==> src/logic/kf_map.svh <==
// Constants of the keypad and fan command handler.
// Overview of operation
// RL1 - Without boot settings, report every key event.
// RL2 - Command 0x17 loads press/release masks, acks 0x57.
// RL3 - Press and release masks belong to boot image.
// RL4 - One bit per key; poll byte0 holds keys down.
// RL5 - Command 0x18 replies 0x58 with three bytes.
// RL6 - A poll clears the pressed/released accumulators.
// RL7 - Poll sees all keys, masks ignored.
// RL8 - Polling host should zero both reporting masks.
// RL9 - Command 0x19 takes fan mask 1-15, acks 0x59.
// RL10 - Byte1 sets timeout in eighth-second ticks, 1-255.
// RL11 - On timeout, masked fans run full power.
// RL12 - Each fan power update restarts the countdown.
// RL13 - Host software arms fail-safe when it starts.
// RL14 - Fans are switched by PWM near 18 Hz.
// RL15 - Tach ignored for glitch delay after turn-on.
// RL16 - One glitch count is 552.5 us, PWM/100.
// RL17 - Each glitch delay defaults to one count.
// RL18 - Command 0x1A loads four delays, acks 0x5A.
// RL19 - Glitch delays belong to boot image.
// RL20 - Larger delays raise minimum speed with RPM reporting.
// RL21 - Command 0x1B replies 0x5B with powers and mask.
`ifndef KF_MAP_SVH
`define KF_MAP_SVH
`define KF_CMD_KEY_CFG 8'h17
`define KF_CMD_KEY_POLL 8'h18
`define KF_CMD_FAILSAFE 8'h19
`define KF_CMD_GLITCH 8'h1a
`define KF_CMD_FAN_QUERY 8'h1b
`define KF_ACK_FLAG 8'h40
`define KF_ERR_FLAG 8'hc0
`define KF_KEY_ALL 8'h3f
`define KF_FAN_ALL 4'hf
`define KF_GLITCH_RST 8'h01
`define KF_FAN_PWR_RST 8'h64
`define KF_FULL_POWER 8'h64
`define KF_PWM_SLOTS 7'h64
`define KF_CLK_NS 4
`define KF_SLOT_NS 552500
`define KF_TICK_NS 125000000
`define KF_SLOT_CYC (`KF_SLOT_NS / `KF_CLK_NS)
`define KF_TICK_CYC (`KF_TICK_NS / `KF_CLK_NS)
`endif

==> src/logic/kf_pkg.sv <==
// Types shared by the keypad and fan command handler.
package kf_pkg;
   typedef struct packed
   {
      logic [7:0] kind;
      logic [2:0] len;
      logic [3:0][7:0] data;
   } cmd_s;
   typedef struct packed
   {
      logic [7:0] kind;
      logic [2:0] len;
      logic [4:0][7:0] data;
   } rsp_s;
   typedef struct packed
   {
      logic [7:0] press_mask;
      logic [7:0] release_mask;
      logic [3:0][7:0] glitch;
   } cfg_s;
   typedef struct packed
   {
      logic [3:0][7:0] power;
   } fan_pwr_s;
endpackage : kf_pkg

==> src/logic/keypad_fan_command_handler.sv <==
// Keypad reporting, fan fail-safe and tachometer blanking command handler.
`timescale 1ns/1ns
`include "kf_map.svh"
module keypad_fan_command_handler
   import kf_pkg::*;
#(
   parameter int SLOT_CYC = `KF_SLOT_CYC,
   parameter int TICK_CYC = `KF_TICK_CYC
)
(
   input wire logic MCLK,
   input wire logic RESET,
   input wire logic CMD_VALID,
   input wire cmd_s CMD,
   output logic RSP_VALID,
   output rsp_s RSP,
   input wire logic [5:0] KEY_PIN,
   output logic EVT_VALID,
   output logic [7:0] EVT_PRESSED,
   output logic [7:0] EVT_RELEASED,
   input wire logic CFG_SAVE,
   output logic CFG_SAVE_VALID,
   output cfg_s CFG_IMAGE,
   input wire logic CFG_LOAD,
   input wire cfg_s CFG_BOOT,
   input wire logic FAN_SET_VALID,
   input wire fan_pwr_s FAN_SET,
   input wire logic [3:0] FAN_RPM_EN,
   output logic [3:0] FAN_ON,
   input wire logic [3:0] TACH_PIN,
   output logic [3:0] TACH_PULSE,
   output fan_pwr_s FAN_POWER,
   output logic [3:0] FAILSAFE_FORCED
);
   localparam int SW = $clog2(SLOT_CYC + 1);
   localparam int TW = $clog2(TICK_CYC + 1);

   logic [5:0] key_s1_reg, key_s2_reg, key_s3_reg, key_state_reg;
   logic [5:0] acc_press_reg, acc_release_reg;
   cfg_s cfg_reg;
   fan_pwr_s power_reg;
   logic [3:0] fs_mask_reg, forced_reg;
   logic [7:0] fs_reload_reg, fs_cnt_reg;
   logic [TW-1:0] tick_cnt_reg;
   logic [SW-1:0] slot_cnt_reg;
   logic [6:0] phase_reg;
   logic [3:0] fan_on_reg, tach_level_reg, tach_pulse_reg;
   logic [3:0] tach_s1_reg, tach_s2_reg, tach_s3_reg;
   logic [3:0][7:0] blank_reg;
   fan_pwr_s eff_reg;
   rsp_s rsp_reg;
   logic rsp_valid_reg, evt_valid_reg, save_valid_reg;
   logic [7:0] evt_press_reg, evt_release_reg;
   cfg_s image_reg;

   // A key level counts only once the last two synchroniser stages agree.
   wire [5:0] key_agree = ~(key_s2_reg ^ key_s3_reg);
   wire [5:0] key_next = (key_s3_reg & key_agree) | (key_state_reg & ~key_agree);
   wire [5:0] key_rise = key_next & ~key_state_reg;
   wire [5:0] key_fall = ~key_next & key_state_reg;

   wire is_key_cfg = CMD_VALID && CMD.kind == `KF_CMD_KEY_CFG;
   wire is_poll = CMD_VALID && CMD.kind == `KF_CMD_KEY_POLL;
   wire is_fs = CMD_VALID && CMD.kind == `KF_CMD_FAILSAFE;
   wire is_glitch = CMD_VALID && CMD.kind == `KF_CMD_GLITCH;
   wire is_query = CMD_VALID && CMD.kind == `KF_CMD_FAN_QUERY;
   wire fs_args_ok = CMD.data[0][7:4] == 4'h0 && CMD.data[0][3:0] != 4'h0 && CMD.data[1] != 8'h00;
   wire ok_key_cfg = is_key_cfg && CMD.len == 3'd2;
   wire ok_poll = is_poll && CMD.len == 3'd0;
   wire ok_fs = is_fs && CMD.len == 3'd2 && fs_args_ok;
   wire ok_glitch = is_glitch && CMD.len == 3'd4;
   wire ok_query = is_query && CMD.len == 3'd0;
   wire known = is_key_cfg || is_poll || is_fs || is_glitch || is_query;
   wire accepted = ok_key_cfg || ok_poll || ok_fs || ok_glitch || ok_query;

   wire tick_en = tick_cnt_reg == TW'(TICK_CYC - 1);
   wire slot_en = slot_cnt_reg == SW'(SLOT_CYC - 1);
   wire fs_restart = FAN_SET_VALID || ok_fs;
   wire fs_expire = tick_en && !fs_restart && fs_cnt_reg == 8'h01;

   // The reply is assembled from the state seen in the command's own cycle.
   rsp_s rsp_next;
   always_comb
   begin
      rsp_next = '0;
      rsp_next.kind = `KF_ACK_FLAG | CMD.kind;
      if (!accepted)
         rsp_next.kind = `KF_ERR_FLAG | {2'b00, CMD.kind[5:0]};
      else if (ok_poll)
      begin
         rsp_next.len = 3'd3; // RL5
         rsp_next.data[0] = {2'b00, key_state_reg}; // RL4
         rsp_next.data[1] = {2'b00, acc_press_reg}; // RL7
         rsp_next.data[2] = {2'b00, acc_release_reg}; // RL7
      end
      else if (ok_query)
      begin
         rsp_next.len = 3'd5; // RL21
         rsp_next.data[3:0] = power_reg.power;
         rsp_next.data[4] = {4'h0, fs_mask_reg};
      end
   end

   always_ff @(posedge MCLK)
   begin
      key_s1_reg <= KEY_PIN;
      key_s2_reg <= key_s1_reg;
      key_s3_reg <= key_s2_reg;
      tach_s1_reg <= TACH_PIN;
      tach_s2_reg <= tach_s1_reg;
      tach_s3_reg <= tach_s2_reg;
   end

   // A key event in the poll cycle is kept, not swept away by the clear.
   always_ff @(posedge MCLK)
   begin
      if (RESET)
      begin
         key_state_reg <= 6'h00;
         acc_press_reg <= 6'h00;
         acc_release_reg <= 6'h00;
      end
      else
      begin
         key_state_reg <= key_next;
         acc_press_reg <= (ok_poll ? 6'h00 : acc_press_reg) | key_rise; // RL6
         acc_release_reg <= (ok_poll ? 6'h00 : acc_release_reg) | key_fall; // RL6
      end
   end

   always_ff @(posedge MCLK)
   begin
      if (RESET)
      begin
         evt_valid_reg <= 1'b0;
         evt_press_reg <= 8'h00;
         evt_release_reg <= 8'h00;
      end
      else
      begin
         evt_press_reg <= {2'b00, key_rise} & cfg_reg.press_mask;
         evt_release_reg <= {2'b00, key_fall} & cfg_reg.release_mask;
         evt_valid_reg <= |(({2'b00, key_rise} & cfg_reg.press_mask)
                          | ({2'b00, key_fall} & cfg_reg.release_mask));
      end
   end

   always_ff @(posedge MCLK)
   begin
      if (RESET)
      begin
         cfg_reg.press_mask <= `KF_KEY_ALL; // RL1
         cfg_reg.release_mask <= `KF_KEY_ALL; // RL1
         cfg_reg.glitch <= {4{`KF_GLITCH_RST}}; // RL17
      end
      else if (ok_key_cfg)
      begin
         cfg_reg.press_mask <= CMD.data[0]; // RL2
         cfg_reg.release_mask <= CMD.data[1]; // RL2
      end
      else if (ok_glitch)
      begin
         cfg_reg.glitch <= CMD.data; // RL18
      end
      else if (CFG_LOAD)
      begin
         cfg_reg <= CFG_BOOT;
      end
   end

   always_ff @(posedge MCLK)
   begin
      if (RESET)
      begin
         save_valid_reg <= 1'b0;
         image_reg <= '0;
         rsp_valid_reg <= 1'b0;
         rsp_reg <= '0;
      end
      else
      begin
         save_valid_reg <= CFG_SAVE;
         if (CFG_SAVE)
            image_reg <= cfg_reg; // RL3 RL19
         rsp_valid_reg <= known;
         if (known)
            rsp_reg <= rsp_next; // RL2 RL9 RL18
      end
   end

   // Fail-safe countdown; an expiry and a restart in one cycle favour the restart.
   always_ff @(posedge MCLK)
   begin
      if (RESET)
      begin
         tick_cnt_reg <= '0;
         fs_mask_reg <= 4'h0;
         fs_reload_reg <= 8'h00;
         fs_cnt_reg <= 8'h00;
         forced_reg <= 4'h0;
         power_reg.power <= {4{`KF_FAN_PWR_RST}};
      end
      else
      begin
         tick_cnt_reg <= (tick_en || fs_restart) ? '0 : tick_cnt_reg + 1'b1;
         if (FAN_SET_VALID)
            power_reg <= FAN_SET;
         if (ok_fs)
         begin
            fs_mask_reg <= CMD.data[0][3:0]; // RL9
            fs_reload_reg <= CMD.data[1]; // RL10
            fs_cnt_reg <= CMD.data[1]; // RL10
            forced_reg <= forced_reg & CMD.data[0][3:0];
         end
         else if (FAN_SET_VALID)
         begin
            fs_cnt_reg <= fs_reload_reg; // RL12
            forced_reg <= 4'h0; // RL12
         end
         else if (tick_en && fs_cnt_reg != 8'h00)
         begin
            fs_cnt_reg <= fs_cnt_reg - 8'h01;
            if (fs_expire)
               forced_reg <= forced_reg | fs_mask_reg; // RL11
         end
      end
   end

   // Each PWM period is one hundred glitch counts, close to 18 Hz.
   always_ff @(posedge MCLK)
   begin
      if (RESET)
      begin
         slot_cnt_reg <= '0;
         phase_reg <= 7'h00;
      end
      else
      begin
         slot_cnt_reg <= slot_en ? '0 : slot_cnt_reg + 1'b1; // RL16
         if (slot_en)
            phase_reg <= (phase_reg == `KF_PWM_SLOTS - 7'h01) ? 7'h00 : phase_reg + 7'h01; // RL14
      end
   end

   genvar f;
   generate
      for (f = 0; f < 4; f++)
      begin : fan
         wire [7:0] eff = forced_reg[f] ? `KF_FULL_POWER : power_reg.power[f]; // RL11
         // Fans with RPM reporting keep a short on window so the tach is seen at 0%.
         wire on_next = eff >= `KF_FULL_POWER || {1'b0, phase_reg} < eff
                        || (FAN_RPM_EN[f] && {1'b0, phase_reg} <= cfg_reg.glitch[f]); // RL20
         wire tach_agree = tach_s2_reg[f] == tach_s3_reg[f];
         wire tach_rise = tach_agree && tach_s3_reg[f] && !tach_level_reg[f];
         always_ff @(posedge MCLK)
         begin
            if (RESET)
            begin
               fan_on_reg[f] <= 1'b0;
               blank_reg[f] <= 8'h00;
               tach_level_reg[f] <= 1'b0;
               tach_pulse_reg[f] <= 1'b0;
               eff_reg.power[f] <= 8'h00;
            end
            else
            begin
               eff_reg.power[f] <= eff;
               if (tach_agree)
                  tach_level_reg[f] <= tach_s3_reg[f];
               tach_pulse_reg[f] <= tach_rise && fan_on_reg[f] && blank_reg[f] == 8'h00; // RL15
               if (slot_en)
               begin
                  fan_on_reg[f] <= on_next; // RL14
                  if (on_next && !fan_on_reg[f])
                  begin
                     blank_reg[f] <= cfg_reg.glitch[f]; // RL15
                  end
                  else if (blank_reg[f] != 8'h00)
                  begin
                     blank_reg[f] <= blank_reg[f] - 8'h01;
                  end
               end
            end
         end

      end
   endgenerate

   assign RSP_VALID = rsp_valid_reg;
   assign RSP = rsp_reg;
   assign EVT_VALID = evt_valid_reg;
   assign EVT_PRESSED = evt_press_reg;
   assign EVT_RELEASED = evt_release_reg;
   assign CFG_SAVE_VALID = save_valid_reg;
   assign CFG_IMAGE = image_reg;
   assign FAN_ON = fan_on_reg;
   assign TACH_PULSE = tach_pulse_reg;
   assign FAN_POWER = eff_reg;
   assign FAILSAFE_FORCED = forced_reg;
endmodule : keypad_fan_command_handler

==> config.mk <==
export PLATFORM = sky130hd
export DESIGN_NAME = keypad_fan_command_handler
export DESIGN_NICKNAME = d
export VERILOG_FILES = /design/src/logic/kf_pkg.sv /design/src/logic/keypad_fan_command_handler.sv
export VERILOG_INCLUDE_DIRS = /design/src /design/src/logic
export SDC_FILE = /design/constraint.sdc
export NUM_CORES = 1
export LEC_CHECK = 0
export BUFFER_PORTS_ARGS = -buffer_cell sky130_fd_sc_hd__clkbuf_2
export CAP_MARGIN = 20
export CORE_MARGIN = 2
export CORE_UTILIZATION = 50
export CTS_CLUSTER_DIAMETER = 30
export DETAILED_ROUTE_END_ITERATION = 8
export PLACE_DENSITY = 0.76
export SETUP_SLACK_MARGIN = 0.5
export SKIP_CTS_REPAIR_TIMING = 1
export SYNTH_ARGS = -nofsm -noshare
export SYNTH_HDL_FRONTEND = slang
export SYNTH_SLANG_ARGS = --single-unit
==> constraint.sdc <==
create_clock -name MCLK -period 2.5 [get_ports MCLK]
set_input_delay 0 -clock MCLK [delete_from_list [all_inputs] [get_ports MCLK]]
set_output_delay 0 -clock MCLK [all_outputs]
set_load 0.005 [all_outputs]
==> results.yml <==
status:
  status: "completed"
clock_tree:
  htreeDepth: 3
  insertion_delay_ns: 0.59
  cts_buffers: 78
  clockRootBuffer: "clkbuf_16"
  numClockSinks: 388
  clk_path_buf_depth: 3
  clk_pin_slew_ns: 0.05
  cts_tree: "built"
timing:
  finalHoldViolCount: 0
  worst_slew_pin_slew_ns: 0.785
  layout_worst_path_cycle_share_pct: 98.6
  setup_viol: 0
  min_period_ns: 2.47
  maxSlewHeadroom_pct: 47.3
  rsz0062_at_grt: "true"
  max_freq_mhz: 406
  fin_worst_skew_ns: 0.0207
  drv_slew: 0
synth:
  ys.flop_type: "dfxtp_1"
  ys_ff_latch: 388
  synth_edf_count: 0
  mappedNetlistArea_um2: 16700
  synth.avg_cell_area_um2: 9.16
  syn_inst: 1823
  yosysSeqAreaShare_pct: 46.5
  async_reset_ff_share_pct: 0
  yosysWarnings: 0
  ys_types: 71
cells_and_area:
  final_cell_mix: "354 x dfxtp_1, 307 x nor2_1, 295 x clkbuf_2"
  multi_input_area_um2: 9280
  layout_commonest_cell: "dfxtp_1"
  final_area_um2: 24800
  area_growth_pct: 48.2
  nets: 2581
  finalNonFillerCells: 2878
  regArea_um2: 7850
  final.fill_count: 2054
  drive_above_1_share_pct: 31.4
critical_path:
  arrival_ns: 2.97
  critPathRequiredTime_ns: 3.01
  max_stage_delay_ns: 0.47
  path_delay_family: "compound AO/OA/AOI/OAI gates"
  crit_chain: "nand2b_1 -> ha_1 -> o2111ai_1 -> a211oi_2 -> o211ai_1 -> clkbuf_16 -> buf_8 -> nor4b_2 -> a21oi_2 -> a21oi_1"
  start_kind: "flip-flop"
  end_kind: "flip-flop"
  path_buf_inv: 2
  path_class: "flip-flop to flip-flop"
  critPathMaxFanout: 8
  cpMaxStageDelayCell: "dfxtp_1"
placement:
  place.port_buffers: 296
  gp_congestion: 0.905
  placed_cell_area_um2: 19300
  post-place-cells: 2547
  dp_hpwl_mm: 37.9
flow_run:
  drv_cap: 0
detailed_routing:
  viasPerCell: 5.82
  drt_iter0_drc: 1639
  drt_pass1_iterations: 6
  via_count: 16746
  drc_errors: 0
  wire_per_inst_um: 21.0
  wl_mm: 60.5
  ant_nets: 0
grt:
  grt_max_degree: 82
  grt_usage_pct: 29.2
  grt_overflow: 0
  antenna_found_initial: 2
  use_met2_pct: 47.4
  grt_pass1_vias: 15105
  grtUsageMet3_pct: 7.37
  grt_use_met1_pct: 36.4
  busiest_layer: "met2"
  grt_pass1_wl_mm: 81.3
die:
  dieArea_um2: 34900
  die_h_um: 187
  coreArea_um2: 32700
  initial_core_util_pct: 51.1
  die_w_um: 187
  ioPinCount: 305
  rows: 66
power_and_ir_drop:
  powerDensity_nw_per_um2: 768
  ir_drop_mv: 0.589
  p_leak_nw: 10.8
worst_hold_path:
  min-delay-path-class: "input port to flip-flop"
## final timing paths
| kind | start | to | slack, ns | depth (start not counted) |
|---|---|---|---|---|
| min reg2reg | key_s1_reg[5] | key_s2_reg[5] | 0.32 | 0 |
| max | power_reg[20] | blank_reg[19] | 0.03 | 10 |
| min | CMD[6] | cfg_reg[6] | 0.008 | 3 |
| max reg2reg | power_reg[20] | blank_reg[19] | 0.03 | 10 |
## synth_stat cells (4+ instances only)
master | n | area, µm²
and4_1 | 4 | 35.0
inv_1 | 57 | 214
mux2i_1 | 154 | 1540
buf_4 | 9 | 67.6
xnor2_1 | 21 | 184
ha_1 | 63 | 788
a211o_1 | 10 | 87.6
nand4b_1 | 5 | 43.8
buf_1 | 10 | 37.5
and2_1 | 24 | 150
mux2_2 | 15 | 169
nor4b_1 | 7 | 61.3
nor3b_1 | 7 | 52.6
and3_1 | 17 | 106
a22oi_1 | 28 | 210
o211ai_1 | 5 | 37.5
and4b_1 | 5 | 50.1
clkbuf_1 | 63 | 236
or4_1 | 6 | 45.0
o21a_1 | 4 | 30.0
nand2_1 | 128 | 480
o221ai_1 | 5 | 43.8
nor3_1 | 28 | 140
a21oi_1 | 68 | 340
nand2b_1 | 22 | 138
dfxtp_1 | 388 | 7770
a31oi_1 | 9 | 56.3
nor2b_1 | 7 | 43.8
a211oi_1 | 60 | 450
a221oi_1 | 4 | 35.0
xor2_1 | 30 | 263
or3_1 | 9 | 56.3
a222oi_1 | 18 | 180
buf_2 | 25 | 125
nand4_1 | 16 | 100
a21o_1 | 17 | 128
o21ai_0 | 48 | 240
nor2_1 | 320 | 1200
nand3_1 | 36 | 180
nor4_1 | 20 | 125
## cell families after synthesis
group / Yosys count / share of synthesized area (%)
compound gates: 309 / 12.8
xor+xnor: 51 / 2.67
fa+ha+maj: 63 / 4.72
buf+inv: 165 / 4.10
flops: 388 / 46.5
mux: 169 / 10.2
other cells: 1 / 0.0224
simple gates: 677 / 18.9
## worst reg2reg max path: cells and delay by family (launching register included)
kind	cells	cell delay, ns
fa+ha+maj	1	0.29
buf+inv	2	0.33
flops	1	0.47
simple gates	2	0.44
compound gates	5	0.86
## power by group
part	total, mW	internal [mW]	switching [mW]
logic	1.43	0.682	0.752
clock network	10.9	7.47	3.46
registers	6.63	6.42	0.217
total	19.0	14.6	4.43
## per-stage QoR
step                      total power [mW]  TNS [ns]  hold WS [ns]  setup slack, ns  utilization (%)
final                                 19.0         0       0.00795           0.0350             75.7
after floorplan                       7.32         0        0.0277            0.265                -
after global routing                  19.5  -0.00479        0.0300         -0.00479             75.7
after detailed placement              7.86   -0.0988         0.105          -0.0384             59.0
after global placement                7.82         0         0.102          0.00955             59.0
after CTS                             18.7    -0.104        -0.497          -0.0525             67.5
## layout make-up
class / count / share of cell area [%]
Clock buffer: 98 / 9.06
Clock inverter: 40 / 2.21
Multi-Input combinational cell: 1281 / 37.5
Antenna cell: 3 / 0.0303
Inverter: 58 / 0.900
Timing Repair Buffer: 568 / 16.4
Sequential cell: 388 / 31.7
Tap cell: 442 / 2.23
## routing by layer
| layer | routed length, µm | part of all wire [%] |
|---|---|---|
| met2 | 28500 | 47 |
| met1 | 23100 | 38 |
| met3 | 5350 | 8.8 |
| met5 | 39 | 0.064 |
| met4 | 3510 | 5.8 |
Power figures use the tool's default switching activity.
